<file path="src/common/bus_trace_map.vh">
`ifndef BUS_TRACE_MAP_VH
`define BUS_TRACE_MAP_VH

// Trace FIFO geometry.
`define TRACE_WIDTH 16
`define TRACE_DEPTH 8
`define TRACE_PTR_W 3
`define TRACE_CNT_W 4

// Bus widths and fixed fills.
`define ADDR_W 16
`define DATA_W 8
`define HIGH_FILL 8'h00
`define WORD_ZERO 16'h0000

// Change-of-flow blanking after a begin trigger, in bus cycles.
`define BLANK_CYCLES 2'd2
`define BLANK_NONE 2'd0
`define BLANK_STEP 2'd1

// Trigger mode codes.
`define MODE_A_ONLY 4'h0
`define MODE_A_OR_B 4'h1
`define MODE_A_THEN_B 4'h2
`define MODE_EVENT_B 4'h3
`define MODE_A_THEN_EVENT_B 4'h4
`define MODE_A_AND_B_DATA 4'h5
`define MODE_A_AND_NOT_B_DATA 4'h6
`define MODE_INSIDE 4'h7
`define MODE_OUTSIDE 4'h8

// Change-of-flow kinds reported by the core.
`define COF_COND 3'h0
`define COF_ALWAYS 3'h1
`define COF_NEVER 3'h2
`define COF_INDIRECT 3'h3
`define COF_INTR 3'h4
`define COF_RETURN 3'h5

`endif

</file>
<file path="src/core/bus_trace_breakpoint_unit.v">
// Functional notes
// - Simple breakpoint compares each bus address with a stored 16-bit match address.
// - Forced mode breaks at the next instruction boundary after any access there.
// - Tagged mode tags the opcode fetched there; core breaks only if it executes.
// - Simple breakpoint only works while its enable is 1; enable is an input.
// - Force/tag select: 1 gives forced breaks, 0 gives tagged breaks.
// - An eight-entry FIFO stores address or data words picked by the triggers.
// - Two 16-bit comparators, each optionally qualified by read/write.
// - With opcode tracking a match counts only when the opcode executes.
// - Greater-equal and less-equal compares give inside and outside range modes.
// - Comparators are blind during every serial debug access.
// - Comparator A sees the address; B sees address or data by mode.
// - Full modes use write data if A qualifier enabled and set to write.
// - Trigger mode decides: break, store data, begin trace or end trace.
// - Valid count tracks stored words; host skips stale entries after manual halt.
// - Address entries read high byte then low byte; low read shifts FIFO.
// - Event modes store 8-bit data low, high half zero; low read shifts.
// - In a begin trace, a trigger change of flow or one within two bus cycles is not stored.
// - An end trace stores its triggering change of flow as the last entry.
// - When disarmed, each low read pushes the last fetched opcode address.
// - Taken conditional branch stores its own address; always/never branch store nothing.
// - Indirect jump and call store the run-time destination address.
// - Interrupt entry and returns store the destination address.
// - Arming starts a run, sets armed, clears match flags and the count.
// - A begin-type run ends when the FIFO becomes full.
`timescale 1ns/1ps
`include "bus_trace_map.vh"
`default_nettype none

module trace_fifo #(
    parameter WIDTH = 16,
    parameter DEPTH = 8,
    parameter PW = 3
) (
    input wire core_clk,
    input wire rst_b,
    input wire flush,
    input wire inValid,
    output wire inReady,
    input wire [WIDTH-1:0] inData,
    output wire outValid,
    input wire outReady,
    output wire [WIDTH-1:0] outData,
    output wire [PW:0] count
);
    localparam [PW:0] FULL = DEPTH[PW:0];
    localparam [PW:0] ONE = {{PW{1'b0}}, 1'b1};
    localparam [PW-1:0] STEP = {{(PW-1){1'b0}}, 1'b1};

    reg [WIDTH-1:0] mem [0:DEPTH-1];
    reg [PW-1:0] wrPtr_q;
    reg [PW-1:0] rdPtr_q;
    reg [PW:0] count_q;
    wire push;
    wire pop;

    // A full FIFO still takes a word when the head leaves in the same cycle.
    assign outValid = (count_q != {(PW+1){1'b0}});
    assign inReady = (count_q != FULL) || outReady;
    assign push = inValid && inReady;
    assign pop = outValid && outReady;
    assign outData = mem[rdPtr_q];
    assign count = count_q;

    // Storage has no reset; only the pointers and count define what is valid.
    always @(posedge core_clk) begin
        if (push) begin
            mem[wrPtr_q] <= inData;
        end
    end

    // Pointer and count bookkeeping; flush empties the FIFO at once.
    always @(posedge core_clk or negedge rst_b) begin
        if (!rst_b) begin
            wrPtr_q <= {PW{1'b0}};
            rdPtr_q <= {PW{1'b0}};
            count_q <= {(PW+1){1'b0}};
        end else if (flush) begin
            wrPtr_q <= {PW{1'b0}};
            rdPtr_q <= {PW{1'b0}};
            count_q <= {(PW+1){1'b0}};
        end else begin
            if (push) begin
                wrPtr_q <= wrPtr_q + STEP;
            end
            if (pop) begin
                rdPtr_q <= rdPtr_q + STEP;
            end
            if (push && !pop) begin
                count_q <= count_q + ONE;
            end else if (pop && !push) begin
                count_q <= count_q - ONE;
            end
        end
    end
endmodule // trace_fifo

module bus_trace_breakpoint_unit (
    input wire core_clk,
    input wire rst_b,
    input wire busCycle,
    input wire [15:0] cpuAddr,
    input wire cpuRead,
    input wire [7:0] cpuWriteData,
    input wire [7:0] cpuReadData,
    input wire opFetch,
    input wire execValid,
    input wire [15:0] execAddr,
    input wire instrBoundary,
    input wire serialAccess,
    input wire cofValid,
    input wire [2:0] cofKind,
    input wire [15:0] cofSrcAddr,
    input wire [15:0] cofDestAddr,
    input wire simpleBreakEnable,
    input wire forceTagSelect,
    input wire bkptWrite,
    input wire [15:0] bkptWriteData,
    input wire armWrite,
    input wire armValue,
    input wire [3:0] trigMode,
    input wire beginTrace,
    input wire opTrack,
    input wire breakEnable,
    input wire breakTagSelect,
    input wire [15:0] compA,
    input wire [15:0] compB,
    input wire compARwEnable,
    input wire compARwValue,
    input wire compBRwEnable,
    input wire compBRwValue,
    input wire fifoLowRead,
    output reg [15:0] bkptAddr_q,
    output reg [7:0] fifoHighByte_q,
    output reg [7:0] fifoLowByte_q,
    output reg [3:0] fifoValidCount_q,
    output reg armedFlag_q,
    output reg matchAFlag_q,
    output reg matchBFlag_q,
    output reg forceBreak_q,
    output reg tagBreak_q
);
    localparam [3:0] ST_IDLE = 4'h1;
    localparam [3:0] ST_WAIT = 4'h2;
    localparam [3:0] ST_STORE = 4'h4;
    localparam [3:0] ST_CIRC = 4'h8;

    // Event-only modes store data and always run as begin traces.
    function isEventMode;
        input [3:0] mode;
        begin
            isEventMode = (mode == `MODE_EVENT_B) || (mode == `MODE_A_THEN_EVENT_B);
        end
    endfunction

    // Full modes check address and data in the same bus cycle.
    function isFullMode;
        input [3:0] mode;
        begin
            isFullMode = (mode == `MODE_A_AND_B_DATA) || (mode == `MODE_A_AND_NOT_B_DATA);
        end
    endfunction

    reg [3:0] state_q;
    reg [3:0] stateD;
    reg [1:0] blank_q;
    reg [15:0] lastFetch_q;
    reg pending_q;
    reg trigPending_q;
    reg trig;
    reg cofStore;
    reg [15:0] cofAddr;
    reg pushD;
    reg [15:0] pushData;
    reg dropOld;
    wire [15:0] cmpAddr;
    wire cmpCycle;
    wire live;
    wire rwAOk;
    wire rwBOk;
    wire matchA;
    wire matchB;
    wire [7:0] dataSel;
    wire bDataEq;
    wire inRange;
    wire brkTrig;
    wire simpleHit;
    wire armStart;
    wire armStop;
    wire fifoInReady;
    wire fifoOutValid;
    wire [15:0] fifoOutData;
    wire [3:0] fifoCount;
    wire fifoFull;

    // With opcode tracking the comparators watch executed opcodes, so a
    // fetch that is flushed from the queue never triggers.
    assign cmpAddr = opTrack ? execAddr : cpuAddr;
    assign cmpCycle = opTrack ? execValid : busCycle;
    assign live = cmpCycle && !serialAccess;
    assign rwAOk = !compARwEnable || (cpuRead == compARwValue);
    assign rwBOk = !compBRwEnable || (cpuRead == compBRwValue);
    assign matchA = live && (cmpAddr == compA) && rwAOk;
    assign matchB = live && (cmpAddr == compB) && rwBOk;
    assign dataSel = (compARwEnable && !compARwValue) ? cpuWriteData : cpuReadData;
    assign bDataEq = (dataSel == compB[7:0]);
    assign inRange = (cmpAddr >= compA) && (cmpAddr <= compB);

    // Trigger decode; an A-then mode uses the sticky A flag as its history.
    always @* begin
        case (trigMode)
            `MODE_A_ONLY: trig = matchA;
            `MODE_A_OR_B: trig = matchA || matchB;
            `MODE_A_THEN_B: trig = matchB && matchAFlag_q;
            `MODE_EVENT_B: trig = matchB;
            `MODE_A_THEN_EVENT_B: trig = matchB && matchAFlag_q;
            `MODE_A_AND_B_DATA: trig = matchA && bDataEq;
            `MODE_A_AND_NOT_B_DATA: trig = matchA && !bDataEq;
            `MODE_INSIDE: trig = live && inRange;
            `MODE_OUTSIDE: trig = live && !inRange;
            default: trig = 1'b0;
        endcase
    end

    // A tag request in a full mode ignores the data half and uses A alone.
    assign brkTrig = (isFullMode(trigMode) && breakTagSelect) ? matchA : trig;

    // Change-of-flow selection by instruction kind.
    always @* begin
        cofStore = 1'b0;
        cofAddr = cofDestAddr;
        if (cofValid) begin
            case (cofKind)
                `COF_COND: begin
                    cofStore = 1'b1;
                    cofAddr = cofSrcAddr;
                end
                `COF_ALWAYS: cofStore = 1'b0;
                `COF_NEVER: cofStore = 1'b0;
                `COF_INDIRECT: cofStore = 1'b1;
                `COF_INTR: cofStore = 1'b1;
                `COF_RETURN: cofStore = 1'b1;
                default: cofStore = 1'b0;
            endcase
        end
    end

    assign armStart = armWrite && armValue;
    assign armStop = armWrite && !armValue;
    assign fifoFull = fifoCount[`TRACE_PTR_W]; // The count never exceeds the depth, so its top bit marks full.

    // Run sequencing and what goes into the FIFO this cycle.
    always @* begin
        stateD = state_q;
        pushD = 1'b0;
        pushData = {`HIGH_FILL, dataSel};
        dropOld = 1'b0;
        case (state_q)
            ST_IDLE: begin
                // Profiling: each low read samples the last fetched opcode.
                if (fifoLowRead) begin
                    pushD = 1'b1;
                    pushData = lastFetch_q;
                    dropOld = fifoFull;
                end
            end
            ST_WAIT: begin
                if (trig) begin
                    stateD = ST_STORE;
                    pushD = isEventMode(trigMode);
                end
            end
            ST_STORE: begin
                if (isEventMode(trigMode)) begin
                    pushD = trig;
                end else begin
                    pushD = cofStore && (blank_q == `BLANK_NONE);
                    pushData = cofAddr;
                end
                if (fifoFull) begin
                    stateD = ST_IDLE;
                    pushD = 1'b0;
                end
            end
            ST_CIRC: begin
                // End trace: oldest entry gives way; a trigger flow is kept last.
                pushD = cofStore;
                pushData = cofAddr;
                dropOld = fifoFull;
                if (trig) begin
                    stateD = ST_IDLE;
                end
            end
            default: stateD = ST_IDLE;
        endcase
        if (armStop) begin
            stateD = ST_IDLE;
        end
        if (armStart) begin
            stateD = (isEventMode(trigMode) || beginTrace) ? ST_WAIT : ST_CIRC;
            pushD = 1'b0;
            dropOld = 1'b0;
        end
    end

    // The trace store; pushes are skipped if it refuses while a run fills it.
    trace_fifo #(
        .WIDTH(`TRACE_WIDTH),
        .DEPTH(`TRACE_DEPTH),
        .PW(`TRACE_PTR_W)
    ) u_fifo (
        .core_clk(core_clk),
        .rst_b(rst_b),
        .flush(armStart),
        .inValid(pushD),
        .inReady(fifoInReady),
        .inData(pushData),
        .outValid(fifoOutValid),
        .outReady(fifoLowRead || dropOld),
        .outData(fifoOutData),
        .count(fifoCount)
    );

    // Simple breakpoint hit on any bus access to the match address.
    assign simpleHit = simpleBreakEnable && busCycle && (cpuAddr == bkptAddr_q);

    // Run state, flags, blanking and the trace read port.
    always @(posedge core_clk or negedge rst_b) begin
        if (!rst_b) begin
            state_q <= ST_IDLE;
            armedFlag_q <= 1'b0;
            matchAFlag_q <= 1'b0;
            matchBFlag_q <= 1'b0;
            blank_q <= `BLANK_NONE;
            lastFetch_q <= `WORD_ZERO;
            fifoHighByte_q <= `HIGH_FILL;
            fifoLowByte_q <= `HIGH_FILL;
            fifoValidCount_q <= 4'h0;
        end else begin
            state_q <= stateD;
            armedFlag_q <= (stateD != ST_IDLE);
            // A match in the arming cycle survives the clear only when a run is already armed.
            if (matchA && armedFlag_q) begin
                matchAFlag_q <= 1'b1;
            end else if (armStart) begin
                matchAFlag_q <= 1'b0;
            end
            if (matchB && armedFlag_q) begin
                matchBFlag_q <= 1'b1;
            end else if (armStart) begin
                matchBFlag_q <= 1'b0;
            end
            // Begin trigger opens a window that hides itself plus two cycles.
            if (state_q == ST_WAIT && trig) begin
                blank_q <= `BLANK_CYCLES;
            end else if (busCycle && blank_q != `BLANK_NONE) begin
                blank_q <= blank_q - `BLANK_STEP;
            end
            if (opFetch && busCycle) begin
                lastFetch_q <= cpuAddr;
            end
            fifoHighByte_q <= fifoOutValid ? fifoOutData[15:8] : `HIGH_FILL;
            fifoLowByte_q <= fifoOutValid ? fifoOutData[7:0] : `HIGH_FILL;
            fifoValidCount_q <= armStart ? 4'h0 : fifoCount;
        end
    end

    // Breakpoint requests to the core from both the simple and trace sources.
    always @(posedge core_clk or negedge rst_b) begin
        if (!rst_b) begin
            bkptAddr_q <= `WORD_ZERO;
            pending_q <= 1'b0;
            trigPending_q <= 1'b0;
            forceBreak_q <= 1'b0;
            tagBreak_q <= 1'b0;
        end else begin
            if (bkptWrite) begin
                bkptAddr_q <= bkptWriteData;
            end
            if (!simpleBreakEnable) begin
                pending_q <= 1'b0;
            end else if (simpleHit && forceTagSelect) begin
                pending_q <= 1'b1;
            end else if (instrBoundary) begin
                pending_q <= 1'b0;
            end
            trigPending_q <= breakEnable && !instrBoundary
                && (trigPending_q || !breakTagSelect && brkTrig);
            forceBreak_q <= instrBoundary && (pending_q && simpleBreakEnable
                || breakEnable && !breakTagSelect && (brkTrig || trigPending_q));
            tagBreak_q <= (simpleHit && opFetch && !forceTagSelect)
                || (breakEnable && breakTagSelect && brkTrig);
        end
    end
endmodule // bus_trace_breakpoint_unit

`default_nettype wire

</file>
<file path="config.mk">
export PLATFORM = sky130hd
export DESIGN_NAME = bus_trace_breakpoint_unit
export DESIGN_NICKNAME = d
export VERILOG_FILES = /design/src/core/bus_trace_breakpoint_unit.v
export VERILOG_INCLUDE_DIRS = /design/src /design/src/common
export SDC_FILE = /design/constraint.sdc
export NUM_CORES = 1
export LEC_CHECK = 0
export ABC_AREA = 1
export BUFFER_PORTS_ARGS = -buffer_cell sky130_fd_sc_hd__buf_2
export CORE_MARGIN = 1
export CORE_UTILIZATION = 45
export CTS_CLUSTER_SIZE = 20
export DETAILED_ROUTE_END_ITERATION = 6
export GPL_ROUTABILITY_DRIVEN = 0
export PLACE_DENSITY = 0.7
export RECOVER_POWER = 50
export SYNTH_ARGS = -nofsm -noshare
export SYNTH_HDL_FRONTEND = slang
export SYNTH_SLANG_ARGS = --single-unit
</file>
<file path="constraint.sdc">
create_clock -name core_clk -period 3.4 [get_ports core_clk]
set_input_delay 0.51 -clock core_clk [delete_from_list [all_inputs] [get_ports core_clk]]
set_output_delay 0.51 -clock core_clk [all_outputs]
set_load 0.01 [all_outputs]
</file>
**Yosys cells after proc, flatten, opt, wreduce, memory -nomap -nowiden**

Memory sizes are Yosys's and may differ from the RTL's.
Cells that the tools add are included.

- Magnitude comparators: 2
- Equal/unequal tests: 24
- $add $sub $neg: 5
- Reduce and logical (&&, ||, !) cells: 76
- Multiplexer cells: 48

Operators with widths:

| kind | count |
|---|---|
| $mux W16 | 5 |
| $eq A16 B16 Y1 | 3 |
| $pmux W16 S3 | 1 |
| $mux W4 | 10 |
| $logic_and A1 B1 Y1 | 39 |
| $mux W8 | 3 |
| $eq A4 B3 Y1 const B | 5 |
| $mux W1 | 19 |
| $ge A16 B16 Y1 | 1 |
| $le A16 B16 Y1 | 1 |
| $pmux W4 S4 | 1 |
| $eq A4 B2 Y1 const B | 3 |
| $logic_not A1 Y1 | 12 |
| $logic_or A1 B1 Y1 | 12 |
| $mux W3 | 4 |
| $reduce_bool A2 Y1 | 6 |
| $eq A4 B1 Y1 const B | 2 |
| $eq A4 B4 Y1 const B | 2 |
| $eq A8 B8 Y1 | 1 |
| $pmux W1 S8 | 1 |
| $add A3 B1 Y3 const B | 2 |
| $eq A3 B3 Y1 const B | 2 |
| $add A4 B1 Y4 const B | 1 |
| $logic_not A4 Y1 | 1 |
| other kinds (16) | 18 |

- Memory bits (writable): 128
- Memories: 1
- Input bits: 158
- Output and inout bits: 41
- Logic and storage cells: 173
- Register bits after elaboration: 75

Memories:

| name | depth | bits a word | read ports | clocked after Yosys merged registers in | write ports | RTL line | text |
|---|---|---|---|---|---|---|---|
| u_fifo.mem | 8 | 16 | 1 | 0 | 1 | bus_trace_breakpoint_unit.v:50 | `reg [WIDTH-1:0] mem [0:DEPTH-1];` |

**Depth between registers and ports, before layout**

- Depth in word-level cells: 17
- Depth in mapped cells: 29
- Depth with buffers taken out: 29

**By module**

Synthesis repeated with hierarchy kept, for this count alone.

- Cell total of the unflattened synthesis: 1141
- Area, all modules: 10506.3 µm²

By module, submodules not included:

| module | area each (µm²) | cells each | instances | seq. area each (µm²) |
|---|---|---|---|---|
| trace_fifo | 5645.4 | 448 | 1 | 4093.9 |
| bus_trace_breakpoint_unit | 4860.9 | 693 | 1 | 1627.8 |

**Least setup slack after synthesis**

OpenSTA, ideal clock, no wires.

- Path kind: input -> register
- Start: in opTrack
- End: mem u_fifo.mem[0][0], enable pin
- Stages: 19
- Library setup time: 0.409 ns
- Data required time: 2.991 ns
- Path slack: -0.648 ns
- Buffers on the path: 1
- Data arrival time: 3.639 ns
- Cells stage by stage: clkbuf_1 -> o21ai_0 -> ha_1 -> nand2_1 -> nor2_1 -> nand2_1 -> nor3_1 -> inv_1 -> nand2_1 -> nand2_1 -> nand2_1 -> nand3_1 -> nand3_4 -> nand2_2 -> nand2_4 -> nand2_4 -> inv_4 -> nand2_2 -> nor3_1

- Word-level cells in the longest chain between the ends: 13
- Elaborated cells between the ends (all ways): 28
- Classes of those cells: order compare: 2; eq/ne: 2; mux: 10; reduce/logical: 14

RTL lines:

| what | RTL line | text |
|---|---|---|
| from (decl) | bus_trace_breakpoint_unit.v:123 | `input wire opTrack,` |
| $mux W16 / $mux W1 (equally long branches) | bus_trace_breakpoint_unit.v:198, bus_trace_breakpoint_unit.v:199 |  |
| $ge A16 B16 Y1 (tied with other cells) | bus_trace_breakpoint_unit.v:207 | `assign inRange = (cmpAddr >= compA) && (cmpAddr <= compB);` |
| $logic_and A1 B1 Y1 (on tied branches) | bus_trace_breakpoint_unit.v:207, bus_trace_breakpoint_unit.v:203, bus_trace_breakpoint_unit.v:204 |  |
| $logic_not A1 Y1 (tied with other cells) | bus_trace_breakpoint_unit.v:220 | `` `MODE_OUTSIDE: trig = live && !inRange; `` |
| $logic_and A1 B1 Y1 (tied with other cells) | bus_trace_breakpoint_unit.v:220 |  |
| $pmux W1 S8 * | bus_trace_breakpoint_unit.v:211 | `case (trigMode)` |
| $mux W1 | bus_trace_breakpoint_unit.v:274 | `if (isEventMode(trigMode)) begin` |
| $mux W1 | bus_trace_breakpoint_unit.v:280 | `if (fifoFull) begin` |
| $pmux W1 S4 * | bus_trace_breakpoint_unit.v:258 | `case (state_q)` |
| $mux W1 * | bus_trace_breakpoint_unit.v:299 | `if (armStart) begin` |
| $logic_and A1 B1 Y1 * | bus_trace_breakpoint_unit.v:60 | `assign push = inValid && inReady;` |
| $mux W1 * | bus_trace_breakpoint_unit.v:67 | `if (push) begin` |
| $mux W1 (implied by the code) * | bus_trace_breakpoint_unit.v:68 | `mem[wrPtr_q] <= inData;` |
| to (decl) | bus_trace_breakpoint_unit.v:50 |  |

Every way passes the cells marked *; elsewhere a longest branch is shown, timed or not.

**Worst setup path in the final report**

- Start: in cpuAddr[9]
- End: reg u_fifo.count_q[3], in the netlist u_fifo.count[3]

- Word-level cells in the longest chain between the ends: 14
- Elaborated cells between the ends (all ways): 30
- Classes of those cells: order compare: 2; eq/ne: 2; mux: 9; reduce/logical: 17

RTL lines:

| what | RTL line | text |
|---|---|---|
| from (decl) | bus_trace_breakpoint_unit.v:102 | `input wire [15:0] cpuAddr,` |
| $mux W16 * | bus_trace_breakpoint_unit.v:198 | `assign cmpAddr = opTrack ? execAddr : cpuAddr;` |
| $ge A16 B16 Y1 (tied with other cells) | bus_trace_breakpoint_unit.v:207 |  |
| $logic_and A1 B1 Y1 (on tied branches) | bus_trace_breakpoint_unit.v:207, bus_trace_breakpoint_unit.v:203, bus_trace_breakpoint_unit.v:204 |  |
| $logic_not A1 Y1 (tied with other cells) | bus_trace_breakpoint_unit.v:220 |  |
| $logic_and A1 B1 Y1 (tied with other cells) | bus_trace_breakpoint_unit.v:220 |  |
| $pmux W1 S8 * | bus_trace_breakpoint_unit.v:211 |  |
| $mux W1 | bus_trace_breakpoint_unit.v:274 |  |
| $mux W1 | bus_trace_breakpoint_unit.v:280 |  |
| $pmux W1 S4 * | bus_trace_breakpoint_unit.v:258 |  |
| $mux W1 * | bus_trace_breakpoint_unit.v:299 |  |
| $logic_and A1 B1 Y1 * | bus_trace_breakpoint_unit.v:60 |  |
| $logic_and A1 B1 Y1 / $logic_not A1 Y1 (equally long branches) | bus_trace_breakpoint_unit.v:89, bus_trace_breakpoint_unit.v:91 |  |
| $mux W4 / $logic_and A1 B1 Y1 (equally long branches) | bus_trace_breakpoint_unit.v:89, bus_trace_breakpoint_unit.v:91 |  |
| $mux W4 / $reduce_bool A3 Y1 (equally long branches) | - |  |
| to (signal assigned) | bus_trace_breakpoint_unit.v:77 | `count_q <= {(PW+1){1'b0}};` |
| to (signal assigned) | bus_trace_breakpoint_unit.v:81 | `count_q <= {(PW+1){1'b0}};` |
| to (signal assigned) | bus_trace_breakpoint_unit.v:90 | `count_q <= count_q + ONE;` |
| to (decl) | bus_trace_breakpoint_unit.v:53 | `reg [PW:0] count_q;` |

Marks and branches as above.
A chain may end at the register's enable or synchronous reset.

==> impl_metrics.env <==
export IMPL_outcome="finished with violations"
export IMPL_violations="design-rule violations"
export IMPL_drtIter0Drc=484
export IMPL_grt_pass1_wl_mm=44.2
export IMPL_synth_edf_count=128
export IMPL_tns_ps=0
export IMPL_cp_cell_sequence="buf_2, inv_1, o21ai_0, ha_1, nand2_1, nor2_1, nand4_1, nand3b_1, nor2_1, nand3_2, nand3_4, nand2_2, nand2_4, nand3_4, ha_1, a21oi_1, nand2_1, xor2_1, nand4_1, nand2_1, nand3_1, nand2_1"
export IMPL_hold_viol_final=0
export IMPL_viasPerCell=5.24
export IMPL_clockRootBuffer="clkbuf_16"
export IMPL_relSlewSlack_pct=6.34
export IMPL_fp_coreArea_mm2=0.0220
export IMPL_register_area_mm2=0.00572
export IMPL_synthCells=1079
export IMPL_synth_most_common_cell="nand2_1"
export IMPL_nets=1525
export IMPL_io_buffer_count=198
export IMPL_place_area_mm2=0.0120
export IMPL_cts_buffers=22
export IMPL_worstPathRequired_ps=3840
export IMPL_power_density_mw_per_mm2=601
export IMPL_clkLatencyLatePin_ps=510
export IMPL_synthFlopType="edfxtp_1"
export IMPL_place_ws_ps=-483
export IMPL_r2r_end="u_fifo.count[3]"
export IMPL_drc=4
export IMPL_hold_path_endpoint="trigPending_q"
export IMPL_grt_pass1_vias=8426
export IMPL_synth_ff_latch_count=203
export IMPL_fill_cells=1975
export IMPL_dp_cells=1584
export IMPL_place_detailed_hpwl_mm=20.9
export IMPL_ios=199
export IMPL_cts_tree="done"
export IMPL_htreeDepth=1
export IMPL_netlist_area_mm2=0.0102
export IMPL_ant_nets=0
export IMPL_rsz0062_at_grt="no"
export IMPL_cp_arrival_ps=3590
export IMPL_yosys_top_cells_area="edfxtp_1, dfrtp_1, o21ai_0, nand2_1, inv_1"
export IMPL_clock_sinks=203
export IMPL_r2r_cells=17
export IMPL_fmax_ghz=0.318
export IMPL_max_cap_violations=0
export IMPL_worst_setup_path_type="in2reg"
export IMPL_fin_area_mm2=0.0127
export IMPL_skew_ps=15.2
export IMPL_floorplan_initialDensity_pct=46.2
export IMPL_die_area_mm2=0.0232
export IMPL_area_delta_synth_final_pct=24.9
export IMPL_slew_violations=0
export IMPL_postSynth_asyncResetShare_pct=36.9
export IMPL_worst_setup_path_end_kind="flip-flop"
export IMPL_holdWs_ps=188
export IMPL_rr_startpoint="state_q[1]"
export IMPL_seq_area_frac_synth_pct=56.2
export IMPL_netlist_area_leader_share_pct=37.8
export IMPL_cts_clk_slew_worst_paths_ps=60
export IMPL_postCtsSetupRepairBufs=0
export IMPL_firstDrtPassIters=7
export IMPL_yosysTopAreaCell="edfxtp_1"
export IMPL_max_vdd_ir_drop_uv=293
export IMPL_syn_nets=1275
export IMPL_p_leak_nw=5.73
export IMPL_post_drt_wl_per_cell_um=17.2
export IMPL_setup_ws_ps=256
export IMPL_hold_depth=2
export IMPL_multi_input_area_mm2=0.00384
export IMPL_num_rows=54
export IMPL_yosysWarningCount=0
export IMPL_crit_fanout=3
export IMPL_antenna_found_initial=0
export IMPL_start_kind="input pin"
export IMPL_finalNonFillerCells=1625
export IMPL_period_share_pct=92.5
export IMPL_setup_violations_final=0
export IMPL_avgSynthCellArea_um2=9.43
export IMPL_synth_commonest_cells="nand2_1, o21ai_0, inv_1, nor2_1, edfxtp_1"
export IMPL_fp_dieW_um=152
export IMPL_layout_drive_gt1_share_pct=22.5
export IMPL_num_vias=8517
export IMPL_crit_top_cell="nand2_1"
export IMPL_min_from="instrBoundary"
export IMPL_grt_remaining_overflow=0
export IMPL_r2r_setup_slack_ps=440
export IMPL_grt_max_degree=66
export IMPL_antenna_cells=0
export IMPL_grt_usage_pct=24.3
export IMPL_critPathSlowestCell="ha_1"
export IMPL_die_height_um=152
export IMPL_clockBufferDepth=3
export IMPL_critPathMaxStageDelay_ps=330
export IMPL_fin_crit_ps=3140
export IMPL_ys_types=46
export IMPL_hold_path_class="in2reg"
export IMPL_totalWireLength_mm=28.0
export IMPL_tightest_slew_ps=1400
-- worst max-delay path by stage --
stage	startpoint	to	cells after the start
2_1_floorplan	opTrack	u_fifo.mem[1][0]	20
3_3_place_gp	opTrack	u_fifo.count[3]	25
3_5_place_dp	opTrack	u_fifo.count[3]	24
4_1_cts	opTrack	u_fifo.count[3]	24
5_1_grt	opTrack	u_fifo.count[3]	23
6_report	cpuAddr[9]	u_fifo.count[3]	22
-- report_power, final --
part / switching [W] / internal [W] / leakage, nW
Combinational: 0.00143 / 0.000769 / 3.27
Sequential: 0.000119 / 0.00292 / 2.11
Clock: 0.000978 / 0.00142 / 0.357
-- logic make-up after synthesis --
logic type                 Yosys count  share of synthesized area [%]
buffers and inverters              180                           6.71
xor gates and xnor gates             4                          0.344
and+or+nand+nor                    389                           16.0
adders and majority gates           38                           4.74
DFF                                203                           56.2
AOI/OAI and AO/OA                  242                           13.4
muxes                               23                           2.54
-- what timing repair did --
item / 4_1_cts / 5_1_grt
endpoints found under the hold margin: 23 / 0
hold buffers: 1 / 0
setup endpoints to repair: 0 / 131
resized for setup: 0 / 9
-- placed cells by master (no fill, tap or decap), types with 6 or more instances in the layout --
cell type and n:
buf_4 53, a21oi_1 24, o21ai_1 7, o211ai_1 11
nor2_1 134, edfxtp_1 128, nand3_1 34, o21ai_0 138
nand2_1 180, buf_2 153, o22ai_1 26, clkbuf_1 49
mux2_2 23, buf_12 8, ha_1 37, nor3_1 6
clkbuf_16 22, nand4_1 6, a32o_1 8, dfrtp_1 74
a31oi_1 17, nor3_2 6, inv_1 137
-- metrics by stage --
stage | total power (W) | utilization [%]
6_report | 0.00764 | 57.7
5_1_grt | 0.00809 | 57.7
4_1_cts | 0.00772 | 58.0
3_5_place_dp | 0.00532 | 54.6
3_3_place_gp | 0.00527 | 54.6
2_1_floorplan | 0.00450 | -
-- sequential cells by signal, summed over array words and instances, names as in the netlist, 2 cells and up --
signal,cells
bkptAddr_q,16
blank_q,2
fifoHighByte_q,8
fifoLowByte_q,8
fifoValidCount_q,4
lastFetch_q,16
state_q,4
u_fifo.count,4
u_fifo.mem,128
u_fifo.rdPtr_q,3
u_fifo.wrPtr_q,3
-- critical path, delay by kind of cell --
| kind | cells | cell delay [ps] |
|---|---|---|
| XOR/XNOR | 1 | 180 |
| AO/OA/AOI/OAI | 2 | 300 |
| adder cells (fa/ha/maj) | 2 | 650 |
| buffers and inverters | 2 | 280 |
| AND/OR/NAND/NOR | 15 | 1650 |
-- layer usage --
layer / vias up / GRT usage [%] / share of wire, %
met1: 3962 / 29.5 / 41
met4: 0 / 7.68 / 2.7
met3: 48 / 3.44 / 5.5
met5: - / 0 / 0
li1: 4200 / - / -
met2: 307 / 44.3 / 51
-- area by class of cell --
cell class	instances	area share [%]
clock buffers	24	4.39
repair buffers	266	12.1
well taps	280	2.76
inverters	140	4.15
multi-input cells	696	30.2
flip-flops and latches	203	45.0
clock inverters	16	1.35
No activity file was read; power rests on OpenSTA's default activity.
